===== config.mk =====
export PLATFORM = sky130hd
export DESIGN_NAME = eecs_sequencer
export DESIGN_NICKNAME = d
export VERILOG_FILES = /design/src/rtl/eecs_pkg.sv /design/src/rtl/eecs_mem.sv /design/src/rtl/eecs_check.sv /design/src/rtl/eecs_sequencer.sv
export SDC_FILE = /design/constraint.sdc
export NUM_CORES = 2
export LEC_CHECK = 0
export BUFFER_PORTS_ARGS = -buffer_cell sky130_fd_sc_hd__buf_2
export CAP_MARGIN = 10
export CORE_MARGIN = 2
export CORE_UTILIZATION = 32
export CTS_CLUSTER_SIZE = 24
export DETAILED_ROUTE_END_ITERATION = 10
export SYNTH_ARGS = -nofsm -noshare
export SYNTH_HDL_FRONTEND = slang
export SYNTH_HIERARCHICAL = 1
export SYNTH_SLANG_ARGS = --single-unit

===== constraint.sdc =====
create_clock -name pclk -period 6.9 [get_ports pclk]
set_input_delay 1.035 -clock pclk [delete_from_list [all_inputs] [get_ports pclk]]
set_output_delay 1.035 -clock pclk [all_outputs]
set_load 0.02 [all_outputs]

===== src/rtl/eecs_pkg.sv =====
// Shared constants and types for the EEPROM command sequencer
package eecs_pkg;
    // Command codes held in the high byte of command object entry 0
    localparam logic [7:0]  CMD_ERASE_VERIFY = 8'h10;
    localparam logic [7:0]  CMD_PROGRAM      = 8'h11;
    localparam logic [7:0]  CMD_SECTOR_ERASE = 8'h12;
    // Command object index values expected at launch, first program data entry and entry count
    localparam logic [2:0]  IDX_ERASE_VERIFY = 3'h2;
    localparam logic [2:0]  IDX_PROG_MIN     = 3'h2;
    localparam logic [2:0]  IDX_PROG_MAX     = 3'h5;
    localparam logic [2:0]  IDX_SECTOR_ERASE = 3'h1;
    localparam logic [2:0]  IDX_PROG_DATA0   = 3'h2;
    localparam int          NUM_CCOB         = 6;
    // Global address bit that selects EEPROM over flash
    localparam int          GADDR_ARRAY_SEL  = 23;
    // Register byte offsets
    localparam logic [11:0] OFF_INDEX        = 12'h000;
    localparam logic [11:0] OFF_CMD_HI       = 12'h004;
    localparam logic [11:0] OFF_CMD_LO       = 12'h008;
    localparam logic [11:0] OFF_STATUS       = 12'h00c;
    localparam logic [11:0] OFF_PROT         = 12'h010;
    localparam logic [11:0] OFF_MODE         = 12'h014;
    // Status register bit positions
    localparam int          ST_DONE          = 7;
    localparam int          ST_ACC_ERR       = 5;
    localparam int          ST_PROT_VIOL     = 4;
    localparam int          ST_MG1           = 1;
    localparam int          ST_MG0           = 0;
    // Protection register layout
    localparam int          PROT_EN_BIT      = 16;
    // Reset values
    localparam logic        RST_MODE_OK      = 1'b1;
    localparam logic        RST_PROT_EN      = 1'b0;
    localparam logic [15:0] RST_PROT_BOUND   = 16'hffff;
    localparam logic [7:0]  RST_CCOB         = 8'h00;
    localparam logic [7:0]  ERASED_BYTE      = 8'hff;

    typedef enum logic [2:0] {
        EECS_IDLE,
        EECS_CHECK,
        EECS_WRITE,
        EECS_VRD,
        EECS_VCMP,
        EECS_DONE
    } eecs_state_t;
endpackage


===== src/rtl/eecs_mem.sv =====
// EEPROM byte array with registered read data
`timescale 1ns/1ps
module eecs_mem #(
    parameter int DEPTH = 256,
    parameter int AW    = 8
) (
    input  wire logic          pclk,
    input  wire logic          presetn,
    input  wire logic          wr_en,
    input  wire logic [AW-1:0] wr_addr,
    input  wire logic [7:0]    wr_data,
    input  wire logic          rd_en,
    input  wire logic [AW-1:0] rd_addr,
    output logic      [7:0]    rd_data
);
    logic [7:0] mem [DEPTH];

    // One cell per entry, erased at reset
    for (genvar i = 0; i < DEPTH; i++) begin : g_cell
        always_ff @(posedge pclk or negedge presetn) begin
            if (!presetn) begin
                mem[i] <= eecs_pkg::ERASED_BYTE;
            end else if (wr_en && wr_addr == AW'(i)) begin
                mem[i] <= wr_data;
            end
        end
    end

    // Registered read port
    always_ff @(posedge pclk or negedge presetn) begin
        if (!presetn) begin
            rd_data <= eecs_pkg::ERASED_BYTE;
        end else if (rd_en) begin
            rd_data <= mem[rd_addr];
        end
    end
endmodule // eecs_mem


===== src/rtl/eecs_check.sv =====
// Launch-time checks and operation extent for one command
`timescale 1ns/1ps
module eecs_check #(
    parameter int EE_BYTES = 256,
    parameter int SECTOR   = 4
) (
    input  wire logic [7:0]  code,
    input  wire logic [2:0]  index,
    input  wire logic [23:0] gaddr,
    input  wire logic [15:0] count,
    input  wire logic        mode_ok,
    input  wire logic        prot_en,
    input  wire logic [15:0] prot_bound,
    output logic             acc_err,
    output logic             prot_err,
    output logic      [15:0] first,
    output logic      [16:0] len
);
    localparam logic [23:0] SIZE  = 24'(EE_BYTES);
    localparam logic [23:0] SMASK = ~24'(SECTOR - 1);

    logic        is_ev;
    logic        is_pg;
    logic        is_se;
    logic [23:0] off;
    logic        in_ee;
    logic        idx_bad;
    logic [23:0] stop;
    logic [23:0] last;

    // Command decode and EEPROM offset
    assign is_ev   = code == eecs_pkg::CMD_ERASE_VERIFY;
    assign is_pg   = code == eecs_pkg::CMD_PROGRAM;
    assign is_se   = code == eecs_pkg::CMD_SECTOR_ERASE;
    assign off     = {1'b0, gaddr[22:0]};
    assign in_ee   = gaddr[eecs_pkg::GADDR_ARRAY_SEL] && off < SIZE;
    assign idx_bad = (is_ev && index != eecs_pkg::IDX_ERASE_VERIFY)
                   || (is_pg && (index < eecs_pkg::IDX_PROG_MIN || index > eecs_pkg::IDX_PROG_MAX))
                   || (is_se && index != eecs_pkg::IDX_SECTOR_ERASE);

    // Extent of the operation
    assign first = is_se ? off[15:0] & SMASK[15:0] : off[15:0];
    assign len   = is_ev ? {1'b0, count}
                 : is_pg ? {14'h0000, index - 3'h1}
                 : 17'(SECTOR);
    assign stop  = {8'h00, first} + {7'h00, len};
    assign last  = stop - 24'h000001;

    // Access error and protection outcome
    assign acc_err  = !mode_ok || !in_ee || idx_bad || !(is_ev || is_pg || is_se)
                    || ((is_ev || is_pg) && stop > SIZE);
    assign prot_err = prot_en && (is_pg || is_se) && last >= {8'h00, prot_bound};
endmodule // eecs_check


===== src/rtl/eecs_sequencer.sv =====
// EEPROM command sequencer with APB register access
// Overview of operation
// - Erase verify: entry 0 code 0x10 and addr[23:16], entry 1 addr, entry 2 count.
// - Clearing complete flag launches erase verify; flag sets when check finishes.
// - Any non-blank byte in erase verify sets both verify status bits.
// - Erase verify launched with index other than 2 gives access error.
// - Erase verify with bad address or section past block end gives access error.
// - Erase verify read errors set verify bits; never sets protection violation.
// - Program code 0x11 writes one to four bytes then verifies each.
// - Program data sit at entries 2..5; index at launch sets byte count.
// - Program launched with index below 2 or above 5 gives access error.
// - Program group running past block end gives access error.
// - Program writes only unprotected area; protected target sets protection violation.
// - Program and sector erase verify errors set verify status bits.
// - Sector erase: code 0x12 and address anywhere inside the sector.
// - Sector erase erases every byte of the sector, verifies, sets complete flag.
// - Sector erase launched with index other than 1 gives access error.
// - Any command gives access error if mode forbids it or address invalid.
// - Protected sector erase sets protection violation and leaves the sector intact.
// - Global address bit 23 selects EEPROM when one, flash when zero.
//
// Local design decisions: the register addresses and the APB slave port.
`timescale 1ns/1ps
module eecs_sequencer #(
    parameter int EE_BYTES = 256,
    parameter int SECTOR   = 4
) (
    input  wire logic        pclk,
    input  wire logic        presetn,
    input  wire logic        psel,
    input  wire logic        penable,
    input  wire logic        pwrite,
    input  wire logic [11:0] paddr,
    input  wire logic [31:0] pwdata,
    output logic             pready,
    output logic      [31:0] prdata,
    output logic             pslverr,
    output logic             command_complete_flag
);
    localparam int AW = $clog2(EE_BYTES);

    logic [2:0]              command_object_index;
    logic [7:0]              command_object_high_byte [eecs_pkg::NUM_CCOB];
    logic [7:0]              command_object_low_byte  [eecs_pkg::NUM_CCOB];
    logic                    access_error_flag;
    logic                    protection_violation_flag;
    logic                    verify_status_bit1;
    logic                    verify_status_bit0;
    logic                    mode_ok;
    logic                    prot_en;
    logic [15:0]             prot_bound;
    eecs_pkg::eecs_state_t   state;
    eecs_pkg::eecs_state_t   next_state;
    logic [7:0]              cmd_code;
    logic [15:0]             first;
    logic [16:0]             len;
    logic [16:0]             ptr;
    logic [16:0]             next_ptr;

    // Bus decode
    logic        acc;
    logic        wr;
    logic        hit_idx;
    logic        hit_hi;
    logic        hit_lo;
    logic        hit_st;
    logic        hit_prot;
    logic        hit_mode;
    logic        mapped;
    logic        idle_wr;
    logic        idx_ok;
    logic [7:0]  status_byte;
    logic [31:0] rd_mux;

    assign acc      = psel && penable && pready;
    assign wr       = acc && pwrite;
    assign hit_idx  = paddr == eecs_pkg::OFF_INDEX;
    assign hit_hi   = paddr == eecs_pkg::OFF_CMD_HI;
    assign hit_lo   = paddr == eecs_pkg::OFF_CMD_LO;
    assign hit_st   = paddr == eecs_pkg::OFF_STATUS;
    assign hit_prot = paddr == eecs_pkg::OFF_PROT;
    assign hit_mode = paddr == eecs_pkg::OFF_MODE;
    assign mapped   = hit_idx || hit_hi || hit_lo || hit_st || hit_prot || hit_mode;
    assign idle_wr  = wr && command_complete_flag;
    assign idx_ok   = command_object_index < 3'(eecs_pkg::NUM_CCOB);

    // Read data selection
    assign status_byte = {command_complete_flag, 1'b0, access_error_flag, protection_violation_flag,
                          2'b00, verify_status_bit1, verify_status_bit0};
    assign rd_mux = hit_idx  ? {29'h0, command_object_index}
                  : hit_hi   ? {24'h0, idx_ok ? command_object_high_byte[command_object_index] : 8'h00}
                  : hit_lo   ? {24'h0, idx_ok ? command_object_low_byte[command_object_index] : 8'h00}
                  : hit_st   ? {24'h0, status_byte}
                  : hit_prot ? {15'h0, prot_en, prot_bound}
                  : hit_mode ? {31'h0, mode_ok}
                  : 32'h0;

    // APB answer one cycle into the access phase
    always_ff @(posedge pclk or negedge presetn) begin
        if (!presetn) begin
            pready  <= 1'b0;
            pslverr <= 1'b0;
            prdata  <= 32'h0;
        end else begin
            pready  <= psel && penable && !pready;
            pslverr <= psel && penable && !pready && !mapped;
            prdata  <= (psel && penable && !pready && !pwrite) ? rd_mux : 32'h0;
        end
    end

    // Index, protection and mode registers
    always_ff @(posedge pclk or negedge presetn) begin
        if (!presetn) begin
            command_object_index <= 3'h0;
            prot_en              <= eecs_pkg::RST_PROT_EN;
            prot_bound           <= eecs_pkg::RST_PROT_BOUND;
            mode_ok              <= eecs_pkg::RST_MODE_OK;
        end else if (idle_wr) begin
            if (hit_idx) command_object_index <= pwdata[2:0];
            if (hit_prot) prot_en <= pwdata[eecs_pkg::PROT_EN_BIT];
            if (hit_prot) prot_bound <= pwdata[15:0];
            if (hit_mode) mode_ok <= pwdata[0];
        end
    end

    // Command object entries, written through the index
    for (genvar i = 0; i < eecs_pkg::NUM_CCOB; i++) begin : g_ccob
        always_ff @(posedge pclk or negedge presetn) begin
            if (!presetn) begin
                command_object_high_byte[i] <= eecs_pkg::RST_CCOB;
                command_object_low_byte[i]  <= eecs_pkg::RST_CCOB;
            end else if (idle_wr && command_object_index == 3'(i)) begin
                if (hit_hi) command_object_high_byte[i] <= pwdata[7:0];
                if (hit_lo) command_object_low_byte[i] <= pwdata[7:0];
            end
        end
    end

    // Launch-time checks
    logic        chk_acc;
    logic        chk_pv;
    logic [15:0] chk_first;
    logic [16:0] chk_len;

    eecs_check #(
        .EE_BYTES (EE_BYTES),
        .SECTOR   (SECTOR)
    ) u_check (
        .code       (command_object_high_byte[0]),
        .index      (command_object_index),
        .gaddr      ({command_object_low_byte[0], command_object_high_byte[1], command_object_low_byte[1]}),
        .count      ({command_object_high_byte[2], command_object_low_byte[2]}),
        .mode_ok    (mode_ok),
        .prot_en    (prot_en),
        .prot_bound (prot_bound),
        .acc_err    (chk_acc),
        .prot_err   (chk_pv),
        .first      (chk_first),
        .len        (chk_len)
    );

    // Sequencer control terms
    logic          launch;
    logic          st_check;
    logic          st_write;
    logic          st_vcmp;
    logic          last_byte;
    logic          chk_fail;
    logic          mismatch;
    logic [7:0]    prog_byte;
    logic [7:0]    expect_byte;
    logic          mem_we;
    logic          mem_re;
    logic [AW-1:0] mem_addr;
    logic [7:0]    mem_wdata;
    logic [7:0]    mem_rdata;

    assign launch      = idle_wr && hit_st && pwdata[eecs_pkg::ST_DONE]
                         && !access_error_flag && !protection_violation_flag;
    assign st_check    = state == eecs_pkg::EECS_CHECK;
    assign st_write    = state == eecs_pkg::EECS_WRITE;
    assign st_vcmp     = state == eecs_pkg::EECS_VCMP;
    assign last_byte   = ptr + 17'h00001 == len;
    assign chk_fail    = chk_acc || chk_pv;
    assign prog_byte   = command_object_low_byte[3'(ptr[1:0]) + eecs_pkg::IDX_PROG_DATA0];
    assign expect_byte = cmd_code == eecs_pkg::CMD_PROGRAM ? prog_byte : eecs_pkg::ERASED_BYTE;
    assign mismatch    = st_vcmp && mem_rdata != expect_byte;
    assign mem_we      = st_write;
    assign mem_re      = state == eecs_pkg::EECS_VRD;
    assign mem_addr    = AW'(first + ptr[15:0]);
    assign mem_wdata   = cmd_code == eecs_pkg::CMD_SECTOR_ERASE ? eecs_pkg::ERASED_BYTE : prog_byte;

    // Next state and byte pointer
    always_comb begin
        next_state = state;
        next_ptr   = ptr;
        case (state)
            eecs_pkg::EECS_IDLE: begin
                if (launch) next_state = eecs_pkg::EECS_CHECK;
            end
            eecs_pkg::EECS_CHECK: begin
                next_ptr = 17'h00000;
                if (chk_fail || chk_len == 17'h00000) begin
                    next_state = eecs_pkg::EECS_DONE;
                end else if (command_object_high_byte[0] == eecs_pkg::CMD_ERASE_VERIFY) begin
                    next_state = eecs_pkg::EECS_VRD;
                end else begin
                    next_state = eecs_pkg::EECS_WRITE;
                end
            end
            eecs_pkg::EECS_WRITE: begin
                next_ptr = last_byte ? 17'h00000 : ptr + 17'h00001;
                if (last_byte) next_state = eecs_pkg::EECS_VRD;
            end
            eecs_pkg::EECS_VRD: begin
                next_state = eecs_pkg::EECS_VCMP;
            end
            eecs_pkg::EECS_VCMP: begin
                next_ptr   = ptr + 17'h00001;
                next_state = last_byte ? eecs_pkg::EECS_DONE : eecs_pkg::EECS_VRD;
            end
            eecs_pkg::EECS_DONE: begin
                next_state = eecs_pkg::EECS_IDLE;
            end
            default: begin
                next_state = eecs_pkg::EECS_IDLE;
            end
        endcase
    end

    // Sequencer registers, extent captured at the check
    always_ff @(posedge pclk or negedge presetn) begin
        if (!presetn) begin
            state    <= eecs_pkg::EECS_IDLE;
            ptr      <= 17'h00000;
            cmd_code <= 8'h00;
            first    <= 16'h0000;
            len      <= 17'h00000;
        end else begin
            state <= next_state;
            ptr   <= next_ptr;
            if (st_check) begin
                cmd_code <= command_object_high_byte[0];
                first    <= chk_first;
                len      <= chk_len;
            end
        end
    end

    // Status flag next values; hardware set wins over software clear
    logic next_done_flag;
    logic next_acc_err;
    logic next_prot_viol;
    logic next_mg1;
    logic next_mg0;
    logic clr_acc;
    logic clr_pv;

    assign clr_acc        = idle_wr && hit_st && pwdata[eecs_pkg::ST_ACC_ERR];
    assign clr_pv         = idle_wr && hit_st && pwdata[eecs_pkg::ST_PROT_VIOL];
    assign next_done_flag = (state == eecs_pkg::EECS_DONE) || (command_complete_flag && !launch);
    assign next_acc_err   = (st_check && chk_acc) || (access_error_flag && !clr_acc);
    assign next_prot_viol = (st_check && !chk_acc && chk_pv) || (protection_violation_flag && !clr_pv);
    assign next_mg1    = mismatch || (verify_status_bit1 && !launch);
    assign next_mg0    = mismatch || (verify_status_bit0 && !launch);

    always_ff @(posedge pclk or negedge presetn) begin
        if (!presetn) begin
            command_complete_flag     <= 1'b1;
            access_error_flag         <= 1'b0;
            protection_violation_flag <= 1'b0;
            verify_status_bit1        <= 1'b0;
            verify_status_bit0        <= 1'b0;
        end else begin
            command_complete_flag     <= next_done_flag;
            access_error_flag         <= next_acc_err;
            protection_violation_flag <= next_prot_viol;
            verify_status_bit1        <= next_mg1;
            verify_status_bit0        <= next_mg0;
        end
    end

    // EEPROM array
    eecs_mem #(
        .DEPTH (EE_BYTES),
        .AW    (AW)
    ) u_mem (
        .pclk    (pclk),
        .presetn (presetn),
        .wr_en   (mem_we),
        .wr_addr (mem_addr),
        .wr_data (mem_wdata),
        .rd_en   (mem_re),
        .rd_addr (mem_addr),
        .rd_data (mem_rdata)
    );
endmodule // eecs_sequencer


==> impl_metrics.yaml <==
sta:
  finalHoldViolations: 0
  skew_ns: 0.118
  fin_tns_setup_ns: 0
  slew_headroom: 0.0850
  final-setup-viol-count: 0
  tightest_slew_ns: 1.34
  rsz0062_at_grt: "false"
  min_period_ns: 6.25
  clock.fmax_mhz: 160
  maxSlewViolCount: 0
  min_period_over_period: 0.906
global_routing:
  grt_usage: 0.179
  grt_overflow: 0
  antenna_found_initial: 14
  grt_pass1_vias: 68705
  grt_start_max_net_pins: 182
  grt_pass1_wl_um: 471000
synth:
  syn_avg_cell_area_um2: 14.5
  ys_warn_count: 6
  synth_cells: 7511
  syn_area_um2: 109000
route:
  detail_route.first_pass.iterations: 8
  wl_per_cell_um: 25.7
  drcViolationCount: 0
  drt-initial-drc-count: 4621
  post_drt_via_cell_ratio: 5.35
  num_vias: 65462
  antenna_left: 0
  wl_um: 315000
final_layout:
  drive_above_1_share: 0.698
  final_nets: 7601
  fillCellCount: 32125
  area_growth_pct: 12.5
  fin_util: 0.361
flow_run:
  maxCapViolations: 0
cts:
  clockBufferDepth: 4
  cts-root-buf: "clkbuf_16"
  cts_made_buffers: 239
  clk_pin_slew_worst_paths_ns: 0.06
  cts_tree: "built"
  ctsHoldBuffers: 0
  cts_num_sinks: 2250
  cts_setup_buffers: 0
  htree_levels: 4
  post_cts_resized: 0
  clk_latency_ns: 0.91
power_and_ir_drop:
  power_density_nw_per_um2: 218
  p_leak_uw: 0.0466
  irDropWorstVdd_v: 0.000214
floorplan:
  start_util: 0.321
  ioPinCount: 84
  fp.dieW_um: 587
  die_area_um2: 345000
  coreArea_um2: 339000
  die_h_um: 587
  core.rowCount: 214
setup_path:
  crit_fanout: 6
  cp-end-kind: "flip-flop"
  cp.arrival_ns: 6.96
  required_ns: 7.61
  startpoint_type: "flip-flop"
  crit_type: "reg2reg"
hold_path:
  holdCritPathClass: "in2async"
run_status:
  status: "finished, final reports clean"
placed_design:
  portBuffers: 53
  hpwl_um: 205000
  gp_congestion: 0.856
path summary, 6_finish.rpt:
check / depth (start not counted) / slack [ns] / from / end
max in group asynchronous: 3 / 4.92 / presetn / u_mem/mem[1308]
max reg2reg: 25 / 0.65 / command_object_high_byte[47] / state[2]
max: 25 / 0.65 / command_object_high_byte[47] / state[2]
min: 1 / 0.18 / presetn / prdata[1]
min reg2reg: 1 / 0.50 / ptr[16] / ptr[16]
min in group pclk: 2 / 0.43 / pwdata[11] / prot_bound[11]
through the flow:
step / cells / power, uW / instance area, um^2 / setup WS [ns] / hold WS (ns)
4_1_cts: 12232 / 27000 / 122000 / 0.678 / 0.209
5_1_grt: 12234 / 27600 / 122000 / 0.287 / 0.210
3_5_place_dp: 11799 / 13800 / 114000 / 0.685 / 0.496
2_1_floorplan: 7525 / 13500 / 109000 / 1.57 / 0.446
6_report: 12237 / 26700 / 122000 / 0.645 / 0.184
3_3_place_gp: 11799 / 13800 / 114000 / 0.645 / 0.482
layer usage:
metal  vias up  global-route usage  routed length, um
met5         -                   0                 13
met4         2              0.0631              12000
met3       534              0.0283              16000
met2      1686               0.287             147000
met1     35422               0.245             140000
li1      27818                   -                  -
where the power goes:
| part | switching (uW) | internal, uW | total [uW] |
|---|---|---|---|
| Sequential | 0.526 | 13300 | 13300 |
| Clock | 5390 | 7690 | 13100 |
| Combinational | 284 | 29.6 | 314 |
| Total | 5680 | 21000 | 26700 |
registers in the layout, summed over array words and instances (netlist names):
name                       cells
verify_status_bit0             1
prdata                        17
command_object_high_byte      48
len                           17
command_complete_flag          1
verify_status_bit1             1
cmd_code                       8
prot_bound                    16
ptr                           17
state                          3
pready                         1
first                          8
mode_ok                        1
command_object_low_byte       48
u_mem/rd_data                  8
u_mem/mem                   2048
protection_violation_flag      1
prot_en                        1
command_object_index           3
access_error_flag              1
pslverr                        1
worst max-delay path, cell delays in order, from the launching register on:
cell and delay, ns:
dfrtp_1 0.43, nor4b_1 0.33, nand2_1 0.24, or2_2 0.35, nor2_1 0.24, ha_1 0.26
inv_1 0.07, fa_1 0.46, nor2b_4 0.17, o31ai_2 0.09, and2_1 0.19, o21ai_1 0.19
xor2_1 0.15, or3_4 0.43, nor4_1 0.40, xor2_1 0.13, ha_1 0.20, a21o_1 0.15
a211o_1 0.28, o22a_1 0.19, a311oi_1 0.44, nor4_2 0.11, nor2_1 0.16, o41ai_1 0.15
o211ai_1 0.20, o31ai_1 0.10
cell usage in the layout, fill, tap and decap left out, drive strengths merged, types with 32 or more instances in the layout:
master / n
nand3: 32
mux2i: 390
dfrtp: 176
mux2: 2198
xnor2: 35
and2: 38
o221ai: 62
mux4: 350
nor2: 273
o21ai: 86
inv: 68
dfstp: 2074
clkbuf: 355
o22ai: 139
nor3: 54
clkinv: 47
buf: 289
nand2: 335
a211oi: 49
ha: 45
a2111oi: 54
a21oi: 143
cell type report:
class                      count  area [um^2]  area share
sequential                  2250        58900       0.481
multi-input combinational   4663        47100       0.384
clock buffer                 354         7120      0.0581
tap                         4536         5680      0.0464
timing repair buffer         290         2530      0.0207
clock inverter                79          890     0.00727
inverter                      61          241     0.00197
antenna                        4         10.0   0.0000818
(Power assumes the default switching activity.)
